### src/hdl/irq_ctl_pkg.sv
package irq_ctl_pkg;

	// --------------------------------------------------------------------
	// Bus and register geometry
	// --------------------------------------------------------------------
	localparam int          ADR_W       = 8;
	localparam int          WB_DW       = 32;
	localparam int          REG_W       = 8;
	localparam int          EXT_LINES   = 3;
	localparam int          PERIPH_REGS = 3;
	localparam int          STATUS_W    = 4;
	localparam int          REG_STRIDE  = 4;

	// Byte offsets of the registers.
	localparam logic [7:0]  EXT_CTL_OFF     = 8'h00;
	localparam logic [7:0]  FLAG_BASE_OFF   = 8'h04;
	localparam logic [7:0]  ENABLE_BASE_OFF = 8'h10;
	localparam logic [7:0]  PRIO_BASE_OFF   = 8'h1C;
	localparam logic [7:0]  RESET_CTL_OFF   = 8'h28;
	localparam logic [7:0]  CORE_CTL_OFF    = 8'h2C;
	localparam logic [7:0]  STATUS_OFF      = 8'h30;
	localparam logic [7:0]  MASK_OFF        = 8'h34;

	// Field positions of the external line control register.
	localparam int          EXT_PRIO_TWO    = 7;
	localparam int          EXT_PRIO_ONE    = 6;
	localparam int          EXT_EN_LSB      = 3;
	localparam int          EXT_FLAG_LSB    = 0;

	// Field positions of the reset control and core control registers.
	localparam int          PRIO_MODE_BIT   = 7;
	localparam int          GLOBAL_EN_BIT   = 7;
	localparam int          GROUP_EN_BIT    = 6;
	localparam int          LINE3_PRIO_BIT  = 0;

	// Reset values and writable masks.
	localparam logic [7:0]  EXT_CTL_RESET   = 8'hC0;
	localparam logic [7:0]  PERIPH_RESET    = 8'h00;
	localparam logic [7:0]  RESET_CTL_RESET = 8'h00;
	localparam logic [7:0]  RESET_CTL_MASK  = 8'h80;
	localparam logic [7:0]  CORE_CTL_RESET  = 8'h01;
	localparam logic [7:0]  CORE_CTL_MASK   = 8'hC1;
	localparam logic [3:0]  STATUS_RESET    = 4'h0;

endpackage

### src/hdl/ext_and_periph_irq_control.sv
// Function
// - Each of the three external lines has its own enable bit that lets it interrupt the core.
// - A flag is set whenever its event occurs, whatever its enable or the global enable holds.
// - Flags can always be read so that software may poll them without an interrupt.
// - Peripheral flags are held in three 8-bit flag registers.
// - Three peripheral enable registers gate the matching flag bits one by one.
// - With priority mode off, no peripheral request passes unless the group enable is set.
// - Three peripheral priority registers choose high or low level for each source.
// - Priority bits act only while priority mode is on and are ignored otherwise.
// - The priority mode enable lives in the reset control register.
`timescale 1ns/10ps
`default_nettype none

module ext_and_periph_irq_control
	import irq_ctl_pkg::*;
#(
	parameter int NUM_LINES = EXT_LINES
) (
	input  wire logic                         clk_i,
	input  wire logic                         rst_i,
	input  wire logic                         cyc_i,
	input  wire logic                         stb_i,
	input  wire logic                         we_i,
	input  wire logic [ADR_W-1:0]             adr_i,
	input  wire logic [3:0]                   sel_i,
	input  wire logic [WB_DW-1:0]             dat_i,
	output logic      [WB_DW-1:0]             dat_o,
	output logic                              ack_o,
	input  wire logic [NUM_LINES-1:0]         ext_line_i,
	input  wire logic [PERIPH_REGS*REG_W-1:0] periph_event_i,
	output logic                              core_high_req_o,
	output logic                              core_low_req_o,
	output logic                              irq_o
);

	// --------------------------------------------------------------------
	// Helpers
	// --------------------------------------------------------------------

	// Byte offset of entry i of a register bank.
	function automatic logic [7:0] bank_off(input logic [7:0] base, input int i);
		bank_off = base + 8'(i * REG_STRIDE);
	endfunction

	// --------------------------------------------------------------------
	// Declarations
	// --------------------------------------------------------------------
	logic [REG_W-1:0]    ext_d;
	logic [REG_W-1:0]    ext_q;
	logic [REG_W-1:0]    flag_d [PERIPH_REGS];
	logic [REG_W-1:0]    flag_q [PERIPH_REGS];
	logic [REG_W-1:0]    en_d   [PERIPH_REGS];
	logic [REG_W-1:0]    en_q   [PERIPH_REGS];
	logic [REG_W-1:0]    prio_d [PERIPH_REGS];
	logic [REG_W-1:0]    prio_q [PERIPH_REGS];
	logic [REG_W-1:0]    rctl_d;
	logic [REG_W-1:0]    rctl_q;
	logic [REG_W-1:0]    cctl_d;
	logic [REG_W-1:0]    cctl_q;
	logic [STATUS_W-1:0] status_d;
	logic [STATUS_W-1:0] status_q;
	logic [STATUS_W-1:0] mask_d;
	logic [STATUS_W-1:0] mask_q;
	logic [NUM_LINES-1:0] ext_rise;
	logic                req;
	logic                wr;
	logic                rd;
	logic                ack_d;
	logic                ack_q;
	logic [WB_DW-1:0]    rdata;
	logic [WB_DW-1:0]    dat_q;
	logic [NUM_LINES-1:0] ext_pend;
	logic [NUM_LINES-1:0] ext_prio;
	logic                periph_any;
	logic                periph_hi;
	logic                periph_lo;
	logic                prio_mode;
	logic                global_en;
	logic                group_en;
	logic                high_d;
	logic                high_q;
	logic                low_d;
	logic                low_q;
	logic                irq_d;
	logic                irq_q;

	// --------------------------------------------------------------------
	// External line synchroniser
	// --------------------------------------------------------------------
	pin_edge_sync #(
		.WIDTH (NUM_LINES)
	) u_line_sync (
		.clk_i  (clk_i),
		.rst_i  (rst_i),
		.pin_i  (ext_line_i),
		.rise_o (ext_rise)
	);

	// --------------------------------------------------------------------
	// Wishbone slave
	// --------------------------------------------------------------------

	// A request is served once; ack drops in the cycle after it was given.
	assign req = cyc_i & stb_i & ~ack_q;
	assign wr  = req & we_i & sel_i[0];
	assign rd  = req & ~we_i;

	// Read mux; unmapped offsets read as zero and accept writes silently.
	always_comb
	begin
		rdata = '0;
		if (adr_i == EXT_CTL_OFF)
			rdata[REG_W-1:0] = ext_q;
		if (adr_i == RESET_CTL_OFF)
			rdata[REG_W-1:0] = rctl_q;
		if (adr_i == CORE_CTL_OFF)
			rdata[REG_W-1:0] = cctl_q;
		if (adr_i == STATUS_OFF)
			rdata[STATUS_W-1:0] = status_q;
		if (adr_i == MASK_OFF)
			rdata[STATUS_W-1:0] = mask_q;
		for (int i = 0; i < PERIPH_REGS; i++)
		begin
			if (adr_i == bank_off(FLAG_BASE_OFF, i))
				rdata[REG_W-1:0] = flag_q[i];
			if (adr_i == bank_off(ENABLE_BASE_OFF, i))
				rdata[REG_W-1:0] = en_q[i];
			if (adr_i == bank_off(PRIO_BASE_OFF, i))
				rdata[REG_W-1:0] = prio_q[i];
		end
		ack_d = req;
	end

	// Ack and read data are registered together.
	always_ff @(posedge clk_i)
	begin
		if (rst_i)
		begin
			ack_q <= 1'b0;
			dat_q <= '0;
		end
		else
		begin
			ack_q <= ack_d;
			dat_q <= rd ? rdata : dat_q;
		end
	end

	assign ack_o = ack_q;
	assign dat_o = dat_q;

	// --------------------------------------------------------------------
	// Register file
	// --------------------------------------------------------------------

	// Software writes first, then hardware events OR in so a set wins a clear.
	always_comb
	begin
		ext_d    = ext_q;
		rctl_d   = rctl_q;
		cctl_d   = cctl_q;
		mask_d   = mask_q;
		status_d = status_q;
		flag_d   = flag_q;
		en_d     = en_q;
		prio_d   = prio_q;
		if (wr && adr_i == EXT_CTL_OFF)
			ext_d = dat_i[REG_W-1:0];
		if (wr && adr_i == RESET_CTL_OFF)
			rctl_d = dat_i[REG_W-1:0] & RESET_CTL_MASK;
		if (wr && adr_i == CORE_CTL_OFF)
			cctl_d = dat_i[REG_W-1:0] & CORE_CTL_MASK;
		if (wr && adr_i == MASK_OFF)
			mask_d = dat_i[STATUS_W-1:0];
		for (int i = 0; i < PERIPH_REGS; i++)
		begin
			if (wr && adr_i == bank_off(FLAG_BASE_OFF, i))
				flag_d[i] = dat_i[REG_W-1:0];
			if (wr && adr_i == bank_off(ENABLE_BASE_OFF, i))
				en_d[i] = dat_i[REG_W-1:0];
			if (wr && adr_i == bank_off(PRIO_BASE_OFF, i))
				prio_d[i] = dat_i[REG_W-1:0];
			flag_d[i] = flag_d[i] | periph_event_i[i*REG_W +: REG_W];
		end
		ext_d[EXT_FLAG_LSB +: NUM_LINES] = ext_d[EXT_FLAG_LSB +: NUM_LINES] | ext_rise;
		if (rd && adr_i == STATUS_OFF)
			status_d = STATUS_RESET;
		status_d = status_d | {(|periph_event_i), ext_rise};
	end

	// Registers only; reset values put enables and flags at zero.
	always_ff @(posedge clk_i)
	begin
		if (rst_i)
		begin
			ext_q    <= EXT_CTL_RESET;
			rctl_q   <= RESET_CTL_RESET;
			cctl_q   <= CORE_CTL_RESET;
			status_q <= STATUS_RESET;
			mask_q   <= STATUS_RESET;
			for (int i = 0; i < PERIPH_REGS; i++)
			begin
				flag_q[i] <= PERIPH_RESET;
				en_q[i]   <= PERIPH_RESET;
				prio_q[i] <= PERIPH_RESET;
			end
		end
		else
		begin
			ext_q    <= ext_d;
			rctl_q   <= rctl_d;
			cctl_q   <= cctl_d;
			status_q <= status_d;
			mask_q   <= mask_d;
			flag_q   <= flag_d;
			en_q     <= en_d;
			prio_q   <= prio_d;
		end
	end

	// --------------------------------------------------------------------
	// Request combination
	// --------------------------------------------------------------------

	// Pending terms; a flag counts only while its own enable is set.
	always_comb
	begin
		prio_mode  = rctl_q[PRIO_MODE_BIT];
		global_en  = cctl_q[GLOBAL_EN_BIT];
		group_en   = cctl_q[GROUP_EN_BIT];
		ext_pend   = ext_q[EXT_FLAG_LSB +: NUM_LINES] & ext_q[EXT_EN_LSB +: NUM_LINES];
		ext_prio   = {cctl_q[LINE3_PRIO_BIT], ext_q[EXT_PRIO_TWO], ext_q[EXT_PRIO_ONE]};
		periph_any = 1'b0;
		periph_hi  = 1'b0;
		periph_lo  = 1'b0;
		for (int i = 0; i < PERIPH_REGS; i++)
		begin
			periph_any = periph_any | (|(flag_q[i] & en_q[i]));
			periph_hi  = periph_hi | (|(flag_q[i] & en_q[i] & prio_q[i]));
			periph_lo  = periph_lo | (|(flag_q[i] & en_q[i] & ~prio_q[i]));
		end
		if (prio_mode)
		begin
			// Priority bits steer each source to the high or low request.
			high_d = global_en & ((|(ext_pend & ext_prio)) | periph_hi);
			low_d  = global_en & group_en & ((|(ext_pend & ~ext_prio)) | periph_lo);
		end
		else
		begin
			// Compatible mode: one request level, priority bits ignored.
			high_d = global_en & ((|ext_pend) | (group_en & periph_any));
			low_d  = 1'b0;
		end
		irq_d = |(status_q & mask_q);
	end

	// Request outputs come straight from flip-flops.
	always_ff @(posedge clk_i)
	begin
		if (rst_i)
		begin
			high_q <= 1'b0;
			low_q  <= 1'b0;
			irq_q  <= 1'b0;
		end
		else
		begin
			high_q <= high_d;
			low_q  <= low_d;
			irq_q  <= irq_d;
		end
	end

	assign core_high_req_o = high_q;
	assign core_low_req_o  = low_q;
	assign irq_o           = irq_q;
endmodule
`default_nettype wire

### src/hdl/pin_edge_sync.sv
`timescale 1ns/10ps
`default_nettype none

module pin_edge_sync #(
	parameter int WIDTH = 1
) (
	input  wire logic             clk_i,
	input  wire logic             rst_i,
	input  wire logic [WIDTH-1:0] pin_i,
	output logic      [WIDTH-1:0] rise_o
);

	// --------------------------------------------------------------------
	// Two-stage synchroniser and rising edge detector
	// --------------------------------------------------------------------
	logic [WIDTH-1:0] meta_q;
	logic [WIDTH-1:0] sync_q;
	logic [WIDTH-1:0] last_q;
	logic [WIDTH-1:0] rise_d;
	logic [WIDTH-1:0] rise_q;

	// The edge is seen only between the second and third stages.
	always_comb
	begin
		rise_d = sync_q & ~last_q;
	end

	// Stage one feeds stage two and nothing else.
	always_ff @(posedge clk_i)
	begin
		if (rst_i)
		begin
			meta_q <= '0;
			sync_q <= '0;
			last_q <= '0;
			rise_q <= '0;
		end
		else
		begin
			meta_q <= pin_i;
			sync_q <= meta_q;
			last_q <= sync_q;
			rise_q <= rise_d;
		end
	end

	assign rise_o = rise_q;

endmodule
`default_nettype wire

### config.mk
export PLATFORM = sky130hd
export DESIGN_NAME = ext_and_periph_irq_control
export DESIGN_NICKNAME = d
export VERILOG_FILES = /design/src/hdl/irq_ctl_pkg.sv /design/src/hdl/ext_and_periph_irq_control.sv /design/src/hdl/pin_edge_sync.sv
export SDC_FILE = /design/constraint.sdc
export NUM_CORES = 1
export LEC_CHECK = 0
export ABC_AREA = 1
export BUFFER_PORTS_ARGS = -buffer_cell sky130_fd_sc_hd__buf_4
export CAP_MARGIN = 0
export CELL_PAD_IN_SITES_DETAIL_PLACEMENT = 1
export CELL_PAD_IN_SITES_GLOBAL_PLACEMENT = 2
export CORE_UTILIZATION = 31
export DETAILED_ROUTE_END_ITERATION = 6
export GPL_TIMING_DRIVEN = 0
export PLACE_DENSITY_LB_ADDON = 0.05
export SLEW_MARGIN = 20
export SYNTH_ARGS = -nofsm -noshare
export SYNTH_HDL_FRONTEND = slang
export SYNTH_SLANG_ARGS = --single-unit
### constraint.sdc
create_clock -name clk_i -period 1.8 [get_ports clk_i]
set_input_delay 0.09 -clock clk_i [delete_from_list [all_inputs] [get_ports clk_i]]
set_output_delay 0.09 -clock clk_i [all_outputs]
set_load 0.005 [all_outputs]
==> impl_metrics.tcl, run 1 <==
set metrics [dict create \
    switching_share_pct 26.46 \
    worstSetupPathType "flip-flop to flip-flop" \
    fill_cells 2277 \
    grtUsageTotal_pct 24.87 \
    nets 1029 \
    synth_top_area_cell "dfxtp_1" \
    design.core.area_um2 18090 \
    drcViolationCount 8 \
    p_per_area_nw_per_um2 883.1 \
    outcome "finished with violations" \
    synth_edf_count 0 \
    die_x_um 138.2 \
    drt_first_pass_iters 7 \
    num_rows 49 \
    clk_pin_slew_ns 0.06 \
    tns_ns 0 \
    vias_per_cell 5.009 \
    hold_violations 0 \
    place_ws_ns -0.1416 \
    routabilityCongestion 0.8879 \
    drv_slew 0 \
    synthFlopType "dfxtp_1" \
    ys_seq_elements 116 \
    drt-wirelength-per-cell_um 19.14 \
    crit_arrival_ns 2.03 \
    clkLatencyLatePin_ns 0.44 \
    syn_area_um2 5753 \
    fp.dieH_um 138.2 \
    hold_class "primary input to flip-flop" \
    grt_max_degree 17 \
    diodes 0 \
    antenna_found_initial 0 \
    grt_pass1_vias 6173 \
    p_sw_w 0.001766 \
    whs_ns 0.004125 \
    avgSynthCellArea_um2 7.068 \
    worstSetupEndpointType "flip-flop" \
    synth_cells 814 \
    maxCapViolCount 0 \
    post-route-period-util_pct 96.62 \
    fin_skew_ns 0.007512 \
    cts_sinks 116 \
    num_io_pins 112 \
    drt-total-wl_um 22880 \
    max_clock_freq_mhz 575.0 \
    ys_top_cells_by_area "dfxtp_1 40%, nand2_1 11%, a21oi_1 7.7%, o21ai_0 6.1%, inv_1 5.6%" \
    period_needed_ns 1.739 \
    clockBufferDepth 2 \
    synth_async_sr_flop_share_pct 0 \
    p_int_w 0.004908 \
    synth.distinct_cells 35 \
    yosys_warnings 0 \
    p_seq_share_pct 40.2 \
    cts_buffers 17 \
    htreeDepth 4 \
    grt_pass1_wl_um 35250 \
    io_buffers 59 \
    peakVddDrop_v 0.0006724 \
    overflow 0 \
    cts_root_buffer "clkbuf_16" \
    ant_nets 0 \
    synth_top_area_share_pct 40.37 \
    worst_pin_slew_ns 1.037 \
    setup.worst_path.start "status_q[3]$_SDFF_PP0_" \
    yosysSeqAreaShare_pct 40.37 \
    r2r_start "status_q[3]$_SDFF_PP0_" \
    start_util_pct 31.81 \
    power.total_w 0.006674 \
    cts_tree "done" \
    dpl.hpwl_um 17280 \
    drive_above_1_share_pct 18.63 \
    syn2layout_area_growth_pct 31.36 \
    rsz0062_at_grt "no" \
    setup_viol 0 \
    p_clk_share_pct 52.2 \
    violations "DRC" \
    min-delay-start "dat_i[2]" \
    max_slew_margin_pct 30.85 \
    vias 5986 \
    drt_iter0_drc 440 \
    cp-start-kind "flip-flop" \
    pwr-share-comb_pct 7.6 \
    dieArea_um2 19110 \
    setup_ws_ns 0.06092 \
    p_leak_nw 3.164 \
    crit_path_max_fanout 3 \
    utilization_pct 41.78 \
    critPathRequiredTime_ns 2.09 \
]
[per-layer routing]
| metal | part of all wire, % | track usage, % | up-vias | routed length [µm] |
|---|---|---|---|---|
| met2 | 48 | 41.43 | 127 | 10930 |
| met1 | 46 | 31.44 | 2881 | 10470 |
| met4 | 2.6 | 10.82 | 0 | 588 |
| met5 | 0 | 0 | - | 0 |
| li1 | - | - | 2941 | - |
| met3 | 3.9 | 4.641 | 37 | 893 |
[sequential cells by signal, indices dropped and copies added (netlist names)]
signal	cells
ack_o	1
cctl_q	3
core_high_req_o	1
core_low_req_o	1
dat_o	8
en_q	24
ext_q	8
flag_q	24
irq_o	1
mask_q	4
prio_q	24
rctl_q	1
status_q	4
u_line_sync.last_q	3
u_line_sync.meta_q	3
u_line_sync.rise_o	3
u_line_sync.sync_q	3
[cells in the mapped netlist, types with 2 or more instances]
cell	instances
o21ai_0	70
o31ai_1	3
nor4_1	12
nand4_1	21
buf_4	26
nand3_2	4
nor2_1	76
inv_2	12
nor2_2	9
clkbuf_1	17
nand2_4	5
clkinv_2	2
o21ai_2	2
dfxtp_1	116
buf_2	2
o22ai_1	17
o21bai_1	3
nor3_1	9
nand2_1	162
o21ai_1	4
a21oi_1	88
inv_1	86
a31oi_1	12
nand3_1	32
nor2_4	14
[logic make-up after synthesis]
family                 count (synthesis)  synth area share [%]
AOI/OAI and AO/OA                    202                 18.79
buffers and inverters                146                 11.44
DFF                                  116                 40.37
other                                  1               0.06518
and+or+nand+nor                      349                 29.34
[what timing repair did]
action                     CTS  global route
resized for setup            1             3
setup endpoints to repair   11            20
gates cloned                 0             0
hold endpoints to repair    32             0
setup buffers                0             6
hold buffers                32             0
pin swaps                    0             2
[power by group through the flow]
stage / logic, W / clock network (W) / registers, W
2_1_floorplan: 0.000227 / 0 / 0.00271
3_3_place_gp: 0.000431 / 0 / 0.00274
3_5_place_dp: 0.000444 / 0 / 0.00274
4_1_cts: 0.000500 / 0.00354 / 0.00268
5_1_grt: 0.000551 / 0.00366 / 0.00269
6_report: 0.000506 / 0.00349 / 0.00268
[worst max-delay path, stage by stage (launching register included)]
cell and delay (ns):
dfxtp_1 0.33, nand2_1 0.08, nand3_1 0.17, nor2_1 0.20, nand4_1 0.18, nor2_1 0.23, nand3_1 0.16, o21bai_1 0.17
a21oi_1 0.08
[path summary, 6_finish.rpt]
kind	endpoint	slack, ns	depth (start not counted)
hold / removal	flag_q[2]$_SDFF_PP0_	0.004	3
setup reg to reg	dat_o[3]$_SDFFE_PP0P_	0.06	8
setup / recovery	dat_o[3]$_SDFFE_PP0P_	0.06	8
hold reg to reg	u_line_sync.rise_o[2]$_SDFF_PP0_	0.39	1
[cells in the final DEF, fill, tap and decap left out, types with 3 or more instances in the layout]
master	n
nor2_4	14
nand2_4	5
o31ai_1	3
clkbuf_16	17
conb_1	24
buf_4	90
clkinvlp_4	4
nor2_2	10
inv_6	7
nor4_1	11
dlygate4sd3_1	32
nor3_1	8
clkbuf_1	17
nand3_2	4
nand4_1	21
nand2_1	162
inv_1	86
o22ai_1	17
dfxtp_1	116
nor2_1	75
o21ai_1	4
a31oi_1	12
a21oi_1	88
o21bai_1	3
nand3_1	32
o21ai_0	70
inv_2	11
[per-stage QoR]
step / instances / instance area [µm²]
after floorplan: 837 / 5839
after global placement: 1125 / 6569
after detailed placement: 1125 / 6569
after CTS: 1189 / 7486
after global routing: 1195 / 7557
final: 1195 / 7557
[final cells by class]
| class | count | area, µm² | share of cell area, % |
|---|---|---|---|
| Inverter | 100 | 380.4 | 5.033 |
| Tap cell | 229 | 286.5 | 3.791 |
| Buffer | 46 | 280.3 | 3.709 |
| Timing Repair Buffer | 97 | 820.8 | 10.86 |
| Clock inverter | 15 | 168.9 | 2.235 |
| Multi-Input combinational cell | 575 | 2873 | 38.01 |
| Sequential cell | 116 | 2322 | 30.73 |
| Clock buffer | 17 | 425.4 | 5.629 |
Note: power is estimated with default switching activity, not from simulation.
==> inputs of run 2 (changes only) <==
--- a/config.mk
+++ b/config.mk
@@ -14,6 +14,7 @@
 export DETAILED_ROUTE_END_ITERATION = 6
 export GPL_TIMING_DRIVEN = 0
 export PLACE_DENSITY_LB_ADDON = 0.05
+export RECOVER_POWER = 25
 export SLEW_MARGIN = 20
 export SYNTH_ARGS = -nofsm -noshare
 export SYNTH_HDL_FRONTEND = slang
==> run 2 against run 1 <==
Effect of this change: the run still ends with DRC left; critical path depth did not move; count of clock-buffer cells in the layout did not move; fmax fell by 1.6%; global-route usage did not move; register-to-register slack got worse by 0.03 ns; sequential share of layout area barely moved; critical endpoint unchanged; highest routed layer unchanged.
==> impl_metrics.tcl, run 2 (synthesized netlist as in run 1, its figures left out) <==
set metrics [dict create \
    outcome "finished with violations" \
    violations "DRC" \
    fin_skew_ns 0.009040 \
    syn2layout_area_growth_pct 31.30 \
    p_per_area_nw_per_um2 882.9 \
    crit_arrival_ns 2.06 \
    grt_pass1_wl_um 35250 \
    ant_nets 0 \
    max_slew_margin_pct 30.47 \
    num_rows 49 \
    period_needed_ns 1.767 \
    cp-start-kind "flip-flop" \
    design.core.area_um2 18090 \
    num_io_pins 112 \
    grt_max_degree 17 \
    critPathRequiredTime_ns 2.09 \
    grt_pass1_vias 6173 \
    clk_pin_slew_ns 0.06 \
    final_cell_mix "162 x nand2_1, 116 x dfxtp_1, 88 x a21oi_1" \
    dieArea_um2 19110 \
    drt_first_pass_iters 7 \
    fp.dieH_um 138.2 \
    worstSetupEndpointType "flip-flop" \
    die_x_um 138.2 \
    clkLatencyLatePin_ns 0.44 \
    worst_pin_slew_ns 1.043 \
    cts_tree "done" \
    power.total_w 0.006669 \
    peakVddDrop_v 0.0006688 \
    antenna_found_initial 0 \
    top_regs "en_q x24, flag_q x24, prio_q x24" \
    final_cell_count_no_fill 1195 \
    drive_above_1_share_pct 18.53 \
    cts_root_buffer "clkbuf_16" \
    setup_ws_ns 0.03292 \
    slowest_stage "dfxtp_1" \
    rsz0062_at_grt "no" \
    grtUsageTotal_pct 24.87 \
    worstSetupPathType "flip-flop to flip-flop" \
    cts_buffers 17 \
    drt-total-wl_um 22880 \
    max_stage_delay_ns 0.33 \
    overflow 0 \
    diodes 0 \
    setup_viol 0 \
    placedCellCount 1125 \
    drcViolationCount 8 \
    drt_iter0_drc 386 \
    p_leak_nw 3.153 \
    vias_per_cell 5.008 \
    dpl.hpwl_um 17280 \
    nets 1029 \
    htreeDepth 4 \
    drv_slew 0 \
    mostFrequentLayoutCell "nand2_1" \
    cts_sinks 116 \
    fill_cells 2277 \
    routabilityCongestion 0.8879 \
    clockBufferDepth 2 \
    place_ws_ns -0.1416 \
    max_clock_freq_mhz 565.9 \
    crit_path_max_fanout 3 \
    path_cells "nand2_1, nand3_1, nor2_1, nand4_1, nor2_1, nand3_1, o21bai_1, a21oi_1" \
    drt-wirelength-per-cell_um 19.14 \
    post-route-period-util_pct 98.17 \
    hold_violations 0 \
    io_buffers 59 \
    vias 5985 \
    maxCapViolCount 0 \
    start_util_pct 31.81 \
    hold_class "primary input to flip-flop" \
    tns_ns 0 \
]
## run 2: cell types whose count changed in the layout (fill, tap and decap cells not counted)
cell,before,now
clkbuf_4,0,12
buf_4,90,77
clkbuf_1,17,18
## run 2: routing by layer
layer,up-vias,share of wire [%],track usage (%)
li1,2941,-,-
met1,2888,46,31.44
met2,120,48,41.43
met3,36,3.3,4.641
met4,0,2.6,10.82
met5,-,0,0
## run 2: final timing paths
path	start	end	slack (ns)	cells past startpoint
setup / recovery	status_q[3]$_SDFF_PP0_	dat_o[3]$_SDFFE_PP0P_	0.03	8
hold / removal	dat_i[2]	flag_q[2]$_SDFF_PP0_	0.005	3
setup reg to reg	status_q[3]$_SDFF_PP0_	dat_o[3]$_SDFFE_PP0P_	0.03	8
hold reg to reg	u_line_sync.last_q[2]$_SDFF_PP0_	u_line_sync.rise_o[2]$_SDFF_PP0_	0.39	1
## run 2: timing repair
item,4_1_cts,5_1_grt
gates cloned,0,0
hold buffers,32,0
pin swaps,0,2
resized for setup,1,3
endpoints found under the hold margin,32,0
setup buffers,0,6
setup endpoints to repair,11,20
## run 2: worst max-delay path, delay by kind of cell (launching register included)
kind               cells  cell delay (ns)
AOI/OAI and AO/OA      2             0.25
DFF                    1             0.33
and+or+nand+nor        6             1.04
## run 2: area by class of cell
type / instances / area (µm²) / share of cell area [%]
Multi-Input combinational cell: 575 / 2873 / 38.03
Sequential cell: 116 / 2322 / 30.74
Timing Repair Buffer: 97 / 820.8 / 10.87
Clock buffer: 17 / 425.4 / 5.632
Inverter: 100 / 380.4 / 5.036
Tap cell: 229 / 286.5 / 3.793
Buffer: 46 / 276.5 / 3.661
Clock inverter: 15 / 168.9 / 2.236
## run 2: stage by stage
step | hold slack [ns] | util (%) | area (µm²)
after floorplan | 0.1970 | - | 5839
after CTS | 0.003547 | 41.39 | 7486
after global routing | 0.006884 | 41.76 | 7553
final | 0.005216 | 41.76 | 7553
after global placement | 0.3035 | 36.32 | 6569
after detailed placement | 0.3007 | 36.32 | 6569
## run 2: power by group
| part | internal, W | switching [W] |
|---|---|---|
| registers | 0.00262 | 0.0000585 |
| logic | 0.000217 | 0.000289 |
| clock network | 0.00207 | 0.00141 |
| total | 0.00491 | 0.00176 |
==> inputs of run 3 (changes only) <==
--- a/config.mk
+++ b/config.mk
@@ -5,12 +5,11 @@
 export SDC_FILE = /design/constraint.sdc
 export NUM_CORES = 1
 export LEC_CHECK = 0
-export ABC_AREA = 1
 export BUFFER_PORTS_ARGS = -buffer_cell sky130_fd_sc_hd__buf_4
 export CAP_MARGIN = 0
 export CELL_PAD_IN_SITES_DETAIL_PLACEMENT = 1
 export CELL_PAD_IN_SITES_GLOBAL_PLACEMENT = 2
-export CORE_UTILIZATION = 31
+export CORE_UTILIZATION = 33
 export DETAILED_ROUTE_END_ITERATION = 6
 export GPL_TIMING_DRIVEN = 0
 export PLACE_DENSITY_LB_ADDON = 0.05
==> run 3 against run 2 <==
Effect of this change: the run ends with setup timing left; sequential share of layout area shrank 3.5 points; first-iteration DRC count grew 52%; non-clock buffer count rose by 53; count of clock-buffer cells in the layout increased by 4; sequential power rose by 2%; combinational power is 42% higher; final cell count fell by 3.0%; setup slack worse by 0.071 ns; core utilization rose by 5.6 points; clock skew increased by 0.0071 ns; critical path type unchanged; critical endpoint is now flag_q[20]$_SDFF_PP0_.
==> impl_metrics.tcl, run 3 <==
set metrics [dict create \
    outcome "finished with violations" \
    violations "setup timing" \
    nets 993 \
    drt-wirelength-per-cell_um 26.62 \
    drive_above_1_share_pct 24.41 \
    max_clock_freq_mhz 544.0 \
    yosys_warnings 0 \
    yosys.area_share.xor_xnor_pct 0 \
    setup_viol 7 \
    placedCellCount 1059 \
    p_per_area_nw_per_um2 856.1 \
    synthFlopType "dfxtp_1" \
    fp.dieH_um 137.8 \
    io_buffers 55 \
    synth_top_area_cell "dfxtp_1" \
    htreeDepth 4 \
    clkLatencyLatePin_ns 0.44 \
    synth_commonest_cells "116 x dfxtp_1, 98 x nand2_1, 82 x nor2_1" \
    worstSetupPathType "flip-flop to flip-flop" \
    synth_top_area_share_pct 38.14 \
    synth_async_sr_flop_share_pct 0 \
    muxShareOfSynthArea_pct 4.275 \
    synth-compound-area-share_pct 21.19 \
    p_leak_nw 3.138 \
    num_io_pins 112 \
    dieArea_um2 19000 \
    dpl.hpwl_um 22390 \
    avgSynthCellArea_um2 8.096 \
    worst_pin_slew_ns 1.133 \
    period_needed_ns 1.838 \
    synth_cells 752 \
    clockBufferDepth 2 \
    yosysSeqAreaShare_pct 38.14 \
    drt_iter0_drc 588 \
    ys_seq_elements 116 \
    grt_pass1_vias 6548 \
    crit_path_max_fanout 8 \
    cts_tree "done" \
    placed_area_um2 6895 \
    syn_area_um2 6088 \
    hold_violations 0 \
    post-route-period-util_pct 102.1 \
    rsz0062_at_grt "yes" \
    synth.distinct_cells 64 \
    num_rows 49 \
    pwr-share-comb_pct 9.9 \
    drv_slew 0 \
    cts_root_buffer "clkbuf_16" \
    critPathRequiredTime_ns 2.10 \
    setup_ws_ns -0.03809 \
    switching_share_pct 25.07 \
    final_area_um2 8542 \
    hold_class "primary input to flip-flop" \
    antenna_found_initial 1 \
    ys_top_cells_by_area "dfxtp_1 38%, nand2_1 6.0%, nor2_1 5.1%, nor2b_1 4.4%, mux2i_1 4.3%" \
    routabilityCongestion 0.9544 \
    synth_edf_count 0 \
    cts_buffers 17 \
    final_cell_count_no_fill 1159 \
    grtUsageTotal_pct 33.00 \
    p_int_w 0.005479 \
    ant_nets 0 \
    overflow 0 \
    die_x_um 137.8 \
    syn2layout_area_growth_pct 40.30 \
    vias_per_cell 5.808 \
    vias 6732 \
    diodes 0 \
    yosysMostFrequentCell "dfxtp_1" \
    drt_first_pass_iters 6 \
    cp-start-kind "flip-flop" \
    crit_arrival_ns 2.14 \
    maxCapViolCount 0 \
    synthAdderAreaFrac_pct 0 \
    p_clk_share_pct 52.9 \
    cts_sinks 116 \
    mostFrequentLayoutCell "dfxtp_1" \
    synth-simple-area-share_pct 29.35 \
    grt_pass1_wl_um 43610 \
    fin_skew_ns 0.01617 \
    p_seq_share_pct 37.3 \
    final_cell_mix "113 x dfxtp_1, 103 x buf_4, 97 x nand2_1" \
    p_sw_w 0.001833 \
    synth_top_family_by_area "simple AND/OR/NAND/NOR gates" \
    max_slew_margin_pct 24.46 \
    worstSetupEndpointType "flip-flop" \
    drcViolationCount 0 \
    power.total_w 0.007312 \
    grt_max_degree 17 \
    top_regs "en_q x24, flag_q x24, prio_q x24" \
    design.core.area_um2 18020 \
    clk_pin_slew_ns 0.06 \
    drt-total-wl_um 30850 \
    fill_cells 2126 \
    peakVddDrop_v 0.0006454 \
    start_util_pct 33.78 \
]
[run 3: cell count changes in the layout (fill, tap and decap cells not counted), sizes merged, moves of 16 or more]
cell | previous run | this run
a211oi | 0 | 32
buf | 81 | 130
o21ai | 76 | 31
nor2b | 0 | 43
a21oi | 88 | 51
nand2 | 168 | 99
inv | 105 | 7
mux2i | 0 | 26
a221oi | 0 | 16
[run 3: final cells by class]
class / instances / area [µm²] / area share, %
multi-input combinational: 581 / 3669 / 42.95
tap: 229 / 286.5 / 3.354
timing repair buffer: 126 / 1146 / 13.42
clock inverter: 11 / 197.7 / 2.314
inverter: 5 / 18.77 / 0.2197
clock buffer: 21 / 460.4 / 5.390
buffer: 70 / 437.9 / 5.127
sequential: 116 / 2326 / 27.23
[run 3: timing repair]
item,CTS,global route
resized for setup,24,52
setup buffers,16,20
hold buffers,34,0
hold endpoints to repair,35,0
pin swaps,10,35
setup endpoints to repair,91,62
gates cloned,0,1
[run 3: final timing paths]
check	startpoint	endpoint	slack, ns	cells after the start
worst max-delay path	ack_o$_SDFF_PP0_	flag_q[20]$_SDFF_PP0_	-0.04	8
worst min-delay path	we_i	dat_o[0]$_SDFFE_PP0P_	0.15	5
worst max register to register	ack_o$_SDFF_PP0_	flag_q[20]$_SDFF_PP0_	-0.04	8
worst min register to register	u_line_sync.last_q[0]$_SDFF_PP0_	u_line_sync.rise_o[0]$_SDFF_PP0_	0.39	1
[run 3: logic make-up (layout without fill, tap and decap cells)]
logic type / Yosys count / count (layout)
simple gates: 342 / 342
compound gates: 189 / 189
other cells: 1 / 24
flops: 116 / 116
mux: 26 / 26
buf+inv: 78 / 233
[run 3: worst max-delay path, cell delays in order, from the launching register on]
cell and delay (ns):
dfxtp_2 0.32, nand3b_1 0.22, or2_4 0.36, nor3_4 0.22, buf_12 0.17, buf_8 0.11, nor2b_1 0.04, a211oi_1 0.20
nor2_1 0.07
[run 3: power by group through the flow]
stage	Combinational, W	Sequential, W	Clock, W
after floorplan	0.000329	0.00272	0
after global placement	0.000571	0.00277	0
after global routing	0.000765	0.00273	0.00402
after detailed placement	0.000579	0.00277	0
final	0.000720	0.00273	0.00387
after CTS	0.000658	0.00272	0.00388
[run 3: stage by stage]
step | hold slack [ns] | worst slack [ns] | util, % | TNS, ns
after floorplan | 0.1691 | 0.04317 | - | 0
after global placement | 0.2996 | -0.5836 | 38.25 | -33.64
after detailed placement | 0.3070 | -0.5938 | 38.25 | -36.32
after CTS | 0.02601 | -0.07830 | 45.12 | -0.4877
after global routing | 0.1639 | -0.09589 | 47.39 | -1.573
final | 0.1532 | -0.03809 | 47.39 | -0.07428
[run 3: per-layer routing]
metal  share of wire, %  global-route usage [%]  wire length (µm)
met1                 44                   45.00             13670
met2                 46                   52.07             14260
met3                7.3                   5.556              2261
met4                2.1                   11.78               660
met5                  0                       0                 0
